$ cat src/core/ics_pkg.sv
// Shared constants and types for the I2C slave clock-stretch controller.
package ics_pkg;

  // Bus framing: data bits per byte and the clock that carries the acknowledge.
  localparam logic [3:0] ICS_DATA_BITS = 4'h8;
  localparam logic [3:0] ICS_ACK_CLOCK = 4'h9;

  // Header that opens every 10-bit address (upper five bits of the first byte).
  localparam logic [4:0] ICS_TEN_BIT_HDR = 5'h1e;

  // Field positions.
  localparam int unsigned ICS_RX_STRETCH_POS = 0;  // receive_stretch_enable in serial_control_two
  localparam int unsigned ICS_RW_POS         = 0;  // R/W bit of an address byte

  // Reset values.
  localparam logic       ICS_CKP_RST  = 1'b1;
  localparam logic       ICS_BF_RST   = 1'b0;
  localparam logic       ICS_UA_RST   = 1'b0;
  localparam logic [7:0] ICS_DATA_RST = 8'h00;

  // Phase of the current transfer, one-hot.
  typedef enum logic [5:0] {
    ICS_IDLE    = 6'h01,
    ICS_ADDR1   = 6'h02,
    ICS_ADDR2   = 6'h04,
    ICS_RX_DATA = 6'h08,
    ICS_TX_DATA = 6'h10,
    ICS_IGNORE  = 6'h20
  } ics_phase_t;

  // One-cycle software strobes from the register side.
  typedef struct packed {
    logic ckp_set;     // Software writes 1 to clock_release_bit.
    logic buf_read;    // Software reads serial_data_buffer.
    logic buf_load;    // Software loads serial_data_buffer for transmit.
    logic addr_write;  // Software writes slave_address_register.
    logic ovf_clear;   // Software clears the overflow flag.
  } ics_sw_cmd_t;

  // Status visible to software.
  typedef struct packed {
    logic clock_release_bit;
    logic buffer_full_flag;
    logic address_update_flag;
    logic overflow;
    logic transmit_mode;
    logic scl_held;
  } ics_status_t;

endpackage

$ cat src/core/ics_stretch.sv
// I2C slave clock-stretch controller: watches the bus and holds SCL low on demand.
//
// Notes on behaviour
// - Both 7-bit and 10-bit slave modes stretch automatically in a transmit sequence whose buffer is empty at the ninth fall.
// - Bit 0 of serial_control_two enables stretching at the end of each data receive.
// - In 7-bit receive with stretching on, a set buffer flag at the ninth fall clears the release bit.
// - While the release bit is zero SCL is held low until software sets it again.
// - A buffer read before the ninth fall leaves the release bit set and no stretch occurs.
// - Software may set the release bit at any time; an unread buffer on the next byte is an overflow.
// - In 10-bit receive, address sequences stretch on the address-update flag without touching the release bit.
// - The address-update flag is set after the upper address byte with R/W zero and after a matching low byte.
// - Writing the slave address register clears the address-update flag and releases SCL.
// - 10-bit data receive sequences stretch on the buffer flag exactly as in 7-bit mode.
// - Receive buffer-flag stretching applies only to data sequences, never to address sequences.
// - In 7-bit transmit the ninth fall clears the release bit if the buffer is empty, whatever the enable.
// - A transmit buffer loaded before the ninth fall prevents the stretch; otherwise software must release.
// - In 10-bit transmit the restart header with R/W one sets no update flag and enters buffer-flag transmit.
`timescale 1ns/10ps

module ics_stretch (
  // Clock and reset.
  input  wire logic                 core_clk,
  input  wire logic                 rst_n,
  // I2C pins; the enable is low while the block pulls SCL low.
  input  wire logic                 scl_in,
  output logic                      scl_out,
  output logic                      scl_oe_n,
  input  wire logic                 sda_in,
  // Configuration.
  input  wire logic [7:0]           serial_control_two,
  input  wire logic                 ten_bit_mode,
  input  wire logic [9:0]           slave_address_register,
  // Software strobes.
  input  wire ics_pkg::ics_sw_cmd_t sw_cmd,
  // Status and received byte.
  output ics_pkg::ics_status_t      status,
  output logic [7:0]                serial_data_buffer
);

  // Pin synchronisers and edge history.
  logic scl_s1_q, scl_s2_q, scl_d1_q;
  logic sda_s1_q, sda_s2_q, sda_d1_q;

  // Byte framing.
  logic [3:0] bit_cnt_q;
  logic [7:0] shift_q;
  logic       ten_matched_q;

  // Phase and stretch state.
  ics_pkg::ics_phase_t phase_q;
  logic       ckp_q;
  logic       bf_q;
  logic       ua_q;
  logic       ua_hold_q;
  logic       ovf_q;
  logic [7:0] rx_data_q;

  // Edge and event decode.
  logic scl_rise, scl_fall, start_ev, stop_ev;
  logic byte_done, ninth_fall;
  logic [7:0] byte_now;
  logic rx_stretch_en;

  // True when the first byte is the 7-bit own address.
  function automatic logic match7(input logic [7:0] b, input logic [9:0] a);
    match7 = (b[7:1] == a[6:0]);
  endfunction

  // True when the byte is the 10-bit header carrying our upper two address bits.
  function automatic logic match_hdr(input logic [7:0] b, input logic [9:0] a);
    match_hdr = (b[7:3] == ics_pkg::ICS_TEN_BIT_HDR) && (b[2:1] == a[9:8]);
  endfunction

  // Two flops per pin before any logic looks at it; the third flop gives edges.
  always_ff @(posedge core_clk or negedge rst_n) begin
    if (!rst_n) begin
      scl_s1_q <= 1'b1;
      scl_s2_q <= 1'b1;
      scl_d1_q <= 1'b1;
      sda_s1_q <= 1'b1;
      sda_s2_q <= 1'b1;
      sda_d1_q <= 1'b1;
    end else begin
      scl_s1_q <= scl_in;
      scl_s2_q <= scl_s1_q;
      scl_d1_q <= scl_s2_q;
      sda_s1_q <= sda_in;
      sda_s2_q <= sda_s1_q;
      sda_d1_q <= sda_s2_q;
    end
  end

  // Bus events; start and stop are SDA moves while SCL is high.
  assign scl_rise      = scl_s2_q & ~scl_d1_q;
  assign scl_fall      = ~scl_s2_q & scl_d1_q;
  assign start_ev      = scl_s2_q & scl_d1_q & ~sda_s2_q & sda_d1_q;
  assign stop_ev       = scl_s2_q & scl_d1_q & sda_s2_q & ~sda_d1_q;
  assign byte_done     = scl_fall && (bit_cnt_q == ics_pkg::ICS_DATA_BITS);
  assign ninth_fall    = scl_fall && (bit_cnt_q == ics_pkg::ICS_ACK_CLOCK);
  assign byte_now      = shift_q;
  assign rx_stretch_en = serial_control_two[ics_pkg::ICS_RX_STRETCH_POS];

  // Bit counter and shifter; a start or stop always restarts the byte.
  always_ff @(posedge core_clk or negedge rst_n) begin
    if (!rst_n) begin
      bit_cnt_q <= 4'h0;
      shift_q   <= ics_pkg::ICS_DATA_RST;
    end else if (start_ev || stop_ev) begin
      bit_cnt_q <= 4'h0;
    end else if (scl_rise) begin
      bit_cnt_q <= bit_cnt_q + 4'h1;
      if (bit_cnt_q < ics_pkg::ICS_DATA_BITS) begin
        shift_q <= {shift_q[6:0], sda_s2_q};
      end
    end else if (ninth_fall) begin
      bit_cnt_q <= 4'h0;
    end
  end

  // Transfer phase; the 10-bit match survives a repeated start for the read header.
  always_ff @(posedge core_clk or negedge rst_n) begin
    if (!rst_n) begin
      phase_q       <= ics_pkg::ICS_IDLE;
      ten_matched_q <= 1'b0;
    end else if (stop_ev) begin
      phase_q       <= ics_pkg::ICS_IDLE;
      ten_matched_q <= 1'b0;
    end else if (start_ev) begin
      phase_q <= ics_pkg::ICS_ADDR1;
    end else if (ninth_fall) begin
      case (phase_q)
        ics_pkg::ICS_ADDR1: begin
          if (!ten_bit_mode) begin
            if (!match7(byte_now, slave_address_register)) begin
              phase_q <= ics_pkg::ICS_IGNORE;
            end else if (byte_now[ics_pkg::ICS_RW_POS]) begin
              phase_q <= ics_pkg::ICS_TX_DATA;
            end else begin
              phase_q <= ics_pkg::ICS_RX_DATA;
            end
          end else if (!match_hdr(byte_now, slave_address_register)) begin
            phase_q <= ics_pkg::ICS_IGNORE;
          end else if (byte_now[ics_pkg::ICS_RW_POS] && ten_matched_q) begin
            phase_q <= ics_pkg::ICS_TX_DATA;
          end else if (byte_now[ics_pkg::ICS_RW_POS]) begin
            phase_q <= ics_pkg::ICS_IGNORE;
          end else begin
            phase_q <= ics_pkg::ICS_ADDR2;
          end
        end
        ics_pkg::ICS_ADDR2: begin
          if (byte_now == slave_address_register[7:0]) begin
            phase_q       <= ics_pkg::ICS_RX_DATA;
            ten_matched_q <= 1'b1;
          end else begin
            phase_q <= ics_pkg::ICS_IGNORE;
          end
        end
        default: begin
          phase_q <= phase_q;
        end
      endcase
    end
  end

  // Buffer-full flag: set by a received data byte or a software load, cleared by a read
  // or by a transmitted byte. A hardware set in the same cycle as a read wins.
  always_ff @(posedge core_clk or negedge rst_n) begin
    if (!rst_n) begin
      bf_q <= ics_pkg::ICS_BF_RST;
    end else if (byte_done && (phase_q == ics_pkg::ICS_RX_DATA)) begin
      bf_q <= 1'b1;
    end else if (sw_cmd.buf_load) begin
      bf_q <= 1'b1;
    end else if (sw_cmd.buf_read) begin
      bf_q <= 1'b0;
    end else if (byte_done && (phase_q == ics_pkg::ICS_TX_DATA)) begin
      bf_q <= 1'b0;
    end
  end

  // Received data byte; the buffer is overwritten even on overflow so the newest byte is kept.
  always_ff @(posedge core_clk or negedge rst_n) begin
    if (!rst_n) begin
      rx_data_q <= ics_pkg::ICS_DATA_RST;
    end else if (byte_done && (phase_q == ics_pkg::ICS_RX_DATA)) begin
      rx_data_q <= byte_now;
    end
  end

  // Overflow: a data byte arrives while the previous one is still unread.
  always_ff @(posedge core_clk or negedge rst_n) begin
    if (!rst_n) begin
      ovf_q <= 1'b0;
    end else if (byte_done && (phase_q == ics_pkg::ICS_RX_DATA) && bf_q && !sw_cmd.buf_read) begin
      ovf_q <= 1'b1;
    end else if (sw_cmd.ovf_clear) begin
      ovf_q <= 1'b0;
    end
  end

  // Address-update flag: raised when a matching 10-bit address byte lands so that software can poll it
  // before the ninth fall; the read header of a 10-bit restart never raises it.
  always_ff @(posedge core_clk or negedge rst_n) begin
    if (!rst_n) begin
      ua_q <= ics_pkg::ICS_UA_RST;
    end else if (byte_done && ten_bit_mode && (phase_q == ics_pkg::ICS_ADDR1) &&
                 match_hdr(byte_now, slave_address_register) &&
                 !byte_now[ics_pkg::ICS_RW_POS]) begin
      ua_q <= 1'b1;
    end else if (byte_done && (phase_q == ics_pkg::ICS_ADDR2) &&
                 (byte_now == slave_address_register[7:0])) begin
      ua_q <= 1'b1;
    end else if (sw_cmd.addr_write) begin
      ua_q <= 1'b0;
    end
  end

  // Address stretch: begins at the ninth fall if the flag is still up, and ends on the
  // address register write; the release bit is left alone throughout.
  always_ff @(posedge core_clk or negedge rst_n) begin
    if (!rst_n) begin
      ua_hold_q <= 1'b0;
    end else if (ninth_fall && ua_q && !sw_cmd.addr_write) begin
      ua_hold_q <= 1'b1;
    end else if (sw_cmd.addr_write || stop_ev) begin
      ua_hold_q <= 1'b0;
    end
  end

  // Clock-release bit. The automatic clear is decided only at the ninth fall of a data
  // byte (or of the address that opens a transmit); other address bytes never clear it.
  // The hardware clear wins over a software set in the same cycle so a stretch is never lost.
  always_ff @(posedge core_clk or negedge rst_n) begin
    if (!rst_n) begin
      ckp_q <= ics_pkg::ICS_CKP_RST;
    end else if (ninth_fall && (phase_q == ics_pkg::ICS_RX_DATA) && rx_stretch_en && bf_q &&
                 !sw_cmd.buf_read) begin
      ckp_q <= 1'b0;
    end else if (ninth_fall && (phase_q == ics_pkg::ICS_TX_DATA) && !bf_q &&
                 !sw_cmd.buf_load) begin
      ckp_q <= 1'b0;
    end else if (ninth_fall && (phase_q == ics_pkg::ICS_ADDR1) && !ten_bit_mode &&
                 match7(byte_now, slave_address_register) &&
                 byte_now[ics_pkg::ICS_RW_POS] && !bf_q && !sw_cmd.buf_load) begin
      ckp_q <= 1'b0;
    end else if (ninth_fall && (phase_q == ics_pkg::ICS_ADDR1) && ten_bit_mode &&
                 ten_matched_q && match_hdr(byte_now, slave_address_register) &&
                 byte_now[ics_pkg::ICS_RW_POS] && !bf_q && !sw_cmd.buf_load) begin
      ckp_q <= 1'b0;
    end else if (sw_cmd.ckp_set) begin
      ckp_q <= 1'b1;
    end
  end

  // SCL drive: low while the release bit is clear or an address stretch is pending,
  // otherwise released to float high; the master waits on the low line.
  assign scl_out  = 1'b0;
  assign scl_oe_n = ckp_q && !ua_hold_q;

  // Status and data out, all from flip-flops.
  assign status.clock_release_bit   = ckp_q;
  assign status.buffer_full_flag    = bf_q;
  assign status.address_update_flag = ua_q;
  assign status.overflow            = ovf_q;
  assign status.transmit_mode       = (phase_q == ics_pkg::ICS_TX_DATA);
  assign status.scl_held            = !ckp_q || ua_hold_q;
  assign serial_data_buffer         = rx_data_q;

endmodule

$ cat config.mk
export PLATFORM = sky130hd
export DESIGN_NAME = ics_stretch
export DESIGN_NICKNAME = d
export VERILOG_FILES = /design/src/core/ics_pkg.sv /design/src/core/ics_stretch.sv
export SDC_FILE = /design/constraint.sdc
export NUM_CORES = 1
export LEC_CHECK = 0
export ABC_AREA = 1
export BUFFER_PORTS_ARGS = -buffer_cell sky130_fd_sc_hd__buf_4
export CAP_MARGIN = 15
export CORE_MARGIN = 3
export CORE_UTILIZATION = 54
export CTS_CLUSTER_SIZE = 28
export DETAILED_ROUTE_END_ITERATION = 10
export HOLD_SLACK_MARGIN = 0.12
export PLACE_DENSITY = 0.88
export SYNTH_ARGS = -nofsm -noshare
export SYNTH_HDL_FRONTEND = slang
export SYNTH_SLANG_ARGS = --single-unit
$ cat constraint.sdc
create_clock -name core_clk -period 2.1 [get_ports core_clk]
set_clock_uncertainty 0.2 [all_clocks]
set_input_delay 0.21 -clock core_clk [delete_from_list [all_inputs] [get_ports core_clk]]
set_output_delay 0.21 -clock core_clk [all_outputs]
set_load 0.05 [all_outputs]
# Yosys cells after proc, flatten, opt, wreduce, memory -nomap -nowiden
# Cells that the tools add are included.
[totals] register_bits=38
[op_classes] addsub=1 magnitude_cmp=1 n_eq_ne=11 muxes=35 n_bitwise=12 reduce_logical=61
[ops] op="6-bit 2-to-1 mux" n=9
[ops] op="1-bit logical AND" n=36
[ops] op="1-bit 2-to-1 mux" n=21
[ops] op="4-bit 2-to-1 mux" n=3
[ops] op="6-bit one-hot mux with 2 select lines" n=1
[ops] op="2-bit nonzero test" n=5
[ops] op="3-bit nonzero test" n=3
[ops] op="4-bit == test (second input constant)" n=2
[ops] op="8-bit == test" n=1
[ops] op="1-bit logical NOT" n=8
[ops] op="4-bit nonzero test" n=2
[ops] op="1-bit AND" n=7
[ops] op="7-bit == test" n=1
[ops] op="6-bit by 2-bit == test with 1-bit output (second input constant)" n=1
[ops] op="6-bit by 3-bit == test with 1-bit output (second input constant)" n=1
[ops] op="6-bit by 4-bit == test with 1-bit output (second input constant)" n=1
[ops] op="6-bit by 5-bit == test with 1-bit output (second input constant)" n=1
[ops] op="5-bit == test (second input constant)" n=1
[ops] op="5-bit 2-to-1 mux" n=1
[ops] op="1-bit inverter" n=5
[ops] op="5-bit nonzero test" n=1
[ops] op="4-bit by 1-bit adder with 4-bit output (second input constant)" n=1
[ops] op="4-bit < comparator (second input constant)" n=1
[ops] op="4-bit AND reduction" n=1
[ops] op="5 further kinds" n=7

# Logic depth before layout (Yosys ltp)
# Gate-level depths: netlist of run 1.
[logic_depth] depth_word=14 mapped_depth=11 mapped_depth_nobuf=11

# Worst setup path before layout of run 1
# OpenSTA, ideal clock, no wires.
[synth_path] path_kind="register to output" from="register ckp_q" to="output scl_oe_n" arrival_time_ps=1262 required_time_ps=1690 setup_slack_ps=428 path_stages_with_launch=3 n_path_buf=0 cell_sequence="dfstp_2 -> nand2_1 -> inv_1"
[synth_via] elab_chain_cells=1
[synth_rtl] element="start: declaration" line="ics_stretch.sv:51" source="logic ckp_q;"
[synth_rtl] element="start signal: assignment" line="ics_stretch.sv:236" source="ckp_q <= ics_pkg::ICS_CKP_RST;"
[synth_rtl] element="1-bit logical AND" line="ics_stretch.sv:259" source="assign scl_oe_n = ckp_q && !ua_hold_q;"
[synth_rtl] element="end: declaration" line="ics_stretch.sv:27" source="output logic scl_oe_n,"
# Every way passes these cells.

==> impl_metrics.json, run 1 <==
{
  "run_status": "finished, final reports clean",
  "cp.required_ns": 1.69,
  "ys_types": 31,
  "whs_path_depth": 0,
  "regToRegStartpoint": "scl_s2_q$_DFF_PN1_",
  "worst_hold_path_type": "register to register",
  "dp_hpwl_um": 3300,
  "final_cell_area_sq_um": 2630,
  "synth-seq-cells": 38,
  "worst_slack_at_placement_ns": 0.386,
  "finalMaxSlewViolations": 0,
  "p_leak_nw": 1.39,
  "nets": 344,
  "clockRootBuffer": "sky130_fd_sc_hd__clkbuf_8",
  "post_synth_most_frequent_cells": "sky130_fd_sc_hd__nand2_1 (72), sky130_fd_sc_hd__inv_1 (42), sky130_fd_sc_hd__dfrtp_1 (30), sky130_fd_sc_hd__nor2_1 (20)",
  "timing.reg2reg.worst_path_depth": 7,
  "ys.flop_type": "sky130_fd_sc_hd__dfrtp_1",
  "routed_wirelength_um": 4410,
  "first_iter_violations": 96,
  "worstPathMaxFanout": 3,
  "r2r_end": "phase_q[3]$_DFFE_PN0P_",
  "synth_most_common_cell": "sky130_fd_sc_hd__nand2_1",
  "synth.largest_area_cell": "sky130_fd_sc_hd__dfrtp_1",
  "hold_slack_ns": 0.157,
  "syn-instance-count": 262,
  "clk_transition_reported_paths_ns": 0.07,
  "cap_violations": 0,
  "finalHoldViolations": 0,
  "areaGrowthSynthToFinish_pct": 26.8,
  "synth.avg_cell_area_sq_um": 7.91,
  "drtAntennaViolNets": 0,
  "crit_path_end": "status[1]",
  "timing.critical_path.arrival_ns": 1.42,
  "crit_path_start_kind": "register",
  "area_taken_by_flip_flops_and_latches_sq_um": 961,
  "synth_edf_count": 0,
  "multi_input_area_sq_um": 881,
  "die-area_sq_um": 4620,
  "cts_tree": "built",
  "ff2ff_setup_slack_ns": 0.32,
  "grt_use_total": 0.228,
  "start_util": 0.589,
  "report.final.setup_viol": 0,
  "final.period_utilization": 0.871,
  "max_freq_mhz": 547,
  "final_util": 0.747,
  "synth.top_cells.by_area": "sky130_fd_sc_hd__dfrtp_1 (36%), sky130_fd_sc_hd__nand2_1 (13%), sky130_fd_sc_hd__dfstp_2 (10%)",
  "cts-buffers-inserted": 5,
  "place_congestion": 0.860,
  "worstSetupEndpointType": "output port",
  "global_route_wire_length_before_repair_um": 7800,
  "n_antenna_cell": 0,
  "power-per-cell-area_nw_per_um2": 792,
  "y_dimension_of_the_die_um": 68.0,
  "fillCellCount": 270,
  "final.setup.worst_slack_ns": 0.272,
  "top_level_ports": 44,
  "asyncSetResetFlopFracSynth": 1.00,
  "die_width_um": 68.0,
  "insertion_delay_ns": 0.29,
  "grt_setup_unrepaired": "false",
  "cts_htree_levels": 2,
  "cts.sinks": 38,
  "routed-via-count": 1800,
  "grt_start_max_net_pins": 39,
  "layout-drive-gt1-share": 0.261,
  "drt-pass1-iter-count": 4,
  "sequential_to_total_area_share_from_yosys_stat": 0.463,
  "portBuffers": 35,
  "start_to_end_type_of_the_worst_setup_path": "register to output port",
  "post-synth-top-area-fraction": 0.362,
  "post_drt_via_cell_ratio": 5.00,
  "period_needed_ns": 1.83,
  "drt-wirelength-per-cell_um": 12.2,
  "setup_tns_ns": 0,
  "timing.critical_path.from": "phase_q[0]$_DFFE_PN1P_",
  "initial_antenna_violation_count": 0,
  "yosysWarningCount": 0,
  "netlist_area_sq_um": 2070,
  "worst_ir_drop_vdd_mv": 0.478,
  "first_global_vias": 1817,
  "core_region_area_sq_um": 3520,
  "grt_overflow_total": 0,
  "synthesis.nets": 293,
  "detailed_place.area_sq_um": 2340,
  "post_route_drc_violation_count": 0,
  "floorplan.rows": 21,
  "cts.path.max_buffers": 2
}
[flip-flops by register name, summed over array words and instances (netlist names)]
register	flops
byte_now	8
serial_data_buffer	8
phase_q	6
bit_cnt_q	4
bf_q	1
ckp_q	1
ovf_q	1
scl_d1_q	1
scl_s1_q	1
scl_s2_q	1
sda_d1_q	1
sda_s1_q	1
sda_s2_q	1
ten_matched_q	1
ua_hold_q	1
ua_q	1
[cells in the final DEF, fill, tap and decap left out, types with 5 or more instances in the layout]
cell type and instances:
sky130_fd_sc_hd__nand2_1 72, sky130_fd_sc_hd__clkbuf_8 5, sky130_fd_sc_hd__dfrtp_1 30, sky130_fd_sc_hd__o21ai_2 9, sky130_fd_sc_hd__o21ai_0 12, sky130_fd_sc_hd__buf_4 41
sky130_fd_sc_hd__nor2_1 20, sky130_fd_sc_hd__nand3_1 12, sky130_fd_sc_hd__inv_2 6, sky130_fd_sc_hd__a21oi_1 5, sky130_fd_sc_hd__dfstp_2 8, sky130_fd_sc_hd__xor2_1 7
sky130_fd_sc_hd__inv_1 42, sky130_fd_sc_hd__dlygate4sd3_1 10
[area by class of cell]
type	instances	area share
flip-flops and latches	38	0.366
multi-input cells	168	0.335
repair buffers	51	0.155
inverters	49	0.0700
clock buffers	5	0.0262
clock inverters	3	0.0262
well taps	46	0.0219
[metrics by stage]
| stage | std cells | total power [mW] |
|---|---|---|
| floorplan | 262 | 1.21 |
| global placement | 336 | 1.32 |
| detailed placement | 336 | 1.34 |
| CTS | 355 | 2.09 |
| global route | 360 | 2.21 |
| finish | 360 | 2.08 |
[where the power goes]
group	total, mW	internal (mW)	switching [mW]
registers	0.923	0.823	0.100
logic	0.428	0.165	0.263
clock network	0.731	0.476	0.255
total	2.08	1.46	0.618
[how the worst min path moves through the flow]
| stage | start | end | slack, ns |
|---|---|---|---|
| CTS | sda_s1_q$_DFF_PN1_ | sda_s2_q$_DFF_PN1_ | 0.16 |
| global placement | rst_n | bit_cnt_q[0]$_DFFE_PN0P_ | -0.005 |
| detailed placement | rst_n | bit_cnt_q[0]$_DFFE_PN0P_ | -0.004 |
| global route | scl_s1_q$_DFF_PN1_ | scl_s2_q$_DFF_PN1_ | 0.16 |
| finish | sda_s1_q$_DFF_PN1_ | sda_s2_q$_DFF_PN1_ | 0.16 |
| floorplan | rst_n | bf_q$_DFFE_PN0P_ | -0.29 |
[worst max-delay path, stage by stage (launching register included)]
cell	delay (ns)
sky130_fd_sc_hd__dfstp_2	0.52
sky130_fd_sc_hd__inv_1	0.06
sky130_fd_sc_hd__nand2_2	0.10
sky130_fd_sc_hd__inv_1	0.07
sky130_fd_sc_hd__nand4_1	0.11
sky130_fd_sc_hd__inv_1	0.07
sky130_fd_sc_hd__buf_4	0.19
[logic make-up after synthesis]
| family | Yosys count | synth area share |
|---|---|---|
| other | 1 | 0.00181 |
| AO/OA/AOI/OAI | 34 | 0.103 |
| AND/OR/NAND/NOR | 121 | 0.261 |
| flip-flops | 38 | 0.463 |
| XOR/XNOR | 9 | 0.0380 |
| buffers and inverters | 56 | 0.114 |
| adder cells (fa/ha/maj) | 3 | 0.0181 |
[layer usage]
metal,GRT usage,part of all wire,vias up
li1,-,-,907
met1,0.268,0.44,827
met2,0.396,0.49,57
met3,0.0558,0.055,9
met4,0.0918,0.017,0
met5,0,0,-
[repair_timing]
item / 4_1_cts / 5_1_grt
gates resized for setup: 0 / 1
hold buffers: 11 / 0
endpoints found under the setup margin: 0 / 1
buffers inserted: 0 / 6
endpoints found under the hold margin: 46 / 0
Note: power is estimated with default switching activity, not from simulation.
==> run 2, diff against run 1 <==
clock period = 1.7 ns   (was 2.1 ns; I/O delays follow)
==> run 2 against run 1 <==
Critical path depth is the same. Design area up 8.0%. Global-route usage shrank 0.23 points. Combinational power rose by 64%. The flow now finishes with violations (negative setup slack). Critical endpoint unchanged. Critical path type unchanged.
==> impl_metrics.json, run 2 (synthesis gave the netlist of run 1 again) <==
{
  "run_status": "finished, violations left",
  "failed_checks": "negative setup slack",
  "finalHoldViolations": 0,
  "start_to_end_type_of_the_worst_setup_path": "register to output port",
  "cts-buffers-inserted": 5,
  "timing.critical_path.arrival_ns": 1.37,
  "start_util": 0.589,
  "whs_path_depth": 6,
  "portBuffers": 35,
  "top_level_ports": 44,
  "routed-via-count": 1978,
  "grt_start_max_net_pins": 39,
  "worst_hold_path_type": "input port to register",
  "initial_antenna_violation_count": 0,
  "y_dimension_of_the_die_um": 68.0,
  "regToRegStartpoint": "scl_d1_q$_DFF_PN1_",
  "drtAntennaViolNets": 0,
  "detailed_place.area_sq_um": 2390,
  "post_drt_via_cell_ratio": 5.19,
  "hold_slack_ns": 0.148,
  "report.final.setup_viol": 2,
  "post_route_drc_violation_count": 0,
  "first_iter_violations": 235,
  "layout-drive-gt1-share": 0.385,
  "n_antenna_cell": 0,
  "timing.reg2reg.worst_path_depth": 8,
  "worst_ir_drop_vdd_mv": 0.688,
  "fillCellCount": 226,
  "place_congestion": 0.867,
  "hp-start": "slave_address_register[3]",
  "die_width_um": 68.0,
  "max_freq_mhz": 574,
  "nets": 365,
  "p_leak_nw": 1.46,
  "dp_hpwl_um": 3310,
  "floorplan.rows": 21,
  "most_common_library_cell_in_the_layout_ignoring_fill_and_taps": "sky130_fd_sc_hd__nand2_1",
  "clk_transition_reported_paths_ns": 0.08,
  "drt-pass1-iter-count": 4,
  "core_region_area_sq_um": 3520,
  "final.period_utilization": 1.02,
  "final.setup.worst_slack_ns": -0.0410,
  "finalMaxSlewViolations": 0,
  "crit_path_start_kind": "register",
  "layout.cells.most_common_list": "sky130_fd_sc_hd__nand2_1 (68), sky130_fd_sc_hd__buf_4 (61), sky130_fd_sc_hd__inv_1 (34), sky130_fd_sc_hd__dfrtp_1 (28), sky130_fd_sc_hd__nor2_1 (16)",
  "first_global_vias": 1778,
  "grt_setup_unrepaired": "true",
  "worstSetupEndpointType": "output port",
  "final_cell_area_sq_um": 2840,
  "cts.path.max_buffers": 2,
  "routed_wirelength_um": 5460,
  "global_route_wire_length_before_repair_um": 7760,
  "r2r_end": "ua_q$_DFFE_PN0P_",
  "worstPathMaxFanout": 2,
  "clockRootBuffer": "sky130_fd_sc_hd__clkbuf_8",
  "grt_use_total": 0.225,
  "ff2ff_setup_slack_ns": -0.02,
  "cap_violations": 0,
  "die-area_sq_um": 4620,
  "cp.required_ns": 1.33,
  "power-per-cell-area_nw_per_um2": 882,
  "period_needed_ns": 1.74,
  "drt-wirelength-per-cell_um": 14.3,
  "cts.sinks": 38,
  "cts_htree_levels": 2,
  "areaGrowthSynthToFinish_pct": 36.9,
  "hold-path-endpoint": "ua_q$_DFFE_PN0P_",
  "cts_tree": "built",
  "post-layout-total-power_mw": 2.50,
  "grt_overflow_total": 0,
  "insertion_delay_ns": 0.30
}
## run 2: stage by stage
stage	TNS (ns)	setup slack, ns	util	cells
after global placement	0	0.0543	0.680	343
after CTS	0	0.00429	0.743	364
after global routing	-1.24	-0.144	0.806	381
after floorplan	0	0.0682	-	262
after detailed placement	-0.00910	-0.00910	0.680	343
final	-0.0607	-0.0410	0.806	381
## run 2: final cells by class
class	instances	area (sq um)	area share
Sequential cell	38	963	0.339
Inverter	49	184	0.0648
Clock buffer	7	86.3	0.0304
Timing Repair Buffer	72	569	0.201
Multi-Input combinational cell	168	973	0.343
Clock inverter	1	5.00	0.00176
Tap cell	46	57.6	0.0203
## run 2: timing repair
action	in CTS	in global routing
hold buffers	10	0
setup endpoints to repair	4	20
buffers inserted	3	17
endpoints found under the hold margin	46	0
gates resized for setup	4	30
pin swaps	2	13
cloned	0	0
## run 2: worst max path at each step
stage,depth (start not counted),slack [ns],start,endpoint
after global placement,8,0.05,scl_d1_q$_DFF_PN1_,phase_q[4]$_DFFE_PN0P_
final,6,-0.04,phase_q[1]$_DFFE_PN0P_,status[1]
after global routing,8,-0.14,scl_d1_q$_DFF_PN1_,ua_q$_DFFE_PN0P_
after detailed placement,7,-0.009,scl_d1_q$_DFF_PN1_,phase_q[2]$_DFFE_PN0P_
after CTS,8,0.004,phase_q[4]$_DFFE_PN0P_,phase_q[2]$_DFFE_PN0P_
after floorplan,2,0.07,ckp_q$_DFFE_PN1P_,scl_oe_n
## run 2: power by group
group / switching, mW / total, mW / internal [mW]
sequential: 0.131 / 1.15 / 1.02
clock: 0.322 / 0.649 / 0.327
combinational: 0.406 / 0.704 / 0.298
## run 2: layer usage
| layer | up-vias | wire length, um | global-route usage |
|---|---|---|---|
| met4 | 0 | 99 | 0.0695 |
| li1 | 950 | - | - |
| met5 | - | 0 | 0 |
| met1 | 930 | 2170 | 0.276 |
| met3 | 10 | 371 | 0.0525 |
| met2 | 88 | 2820 | 0.392 |
## run 2: worst max-delay path, cell delays in order (launching register included)
cell and delay [ns]:
sky130_fd_sc_hd__dfrtp_1 0.41, sky130_fd_sc_hd__inv_2 0.08, sky130_fd_sc_hd__nand2_2 0.07, sky130_fd_sc_hd__inv_2 0.08
sky130_fd_sc_hd__nand4_1 0.15, sky130_fd_sc_hd__inv_1 0.13, sky130_fd_sc_hd__buf_6 0.16
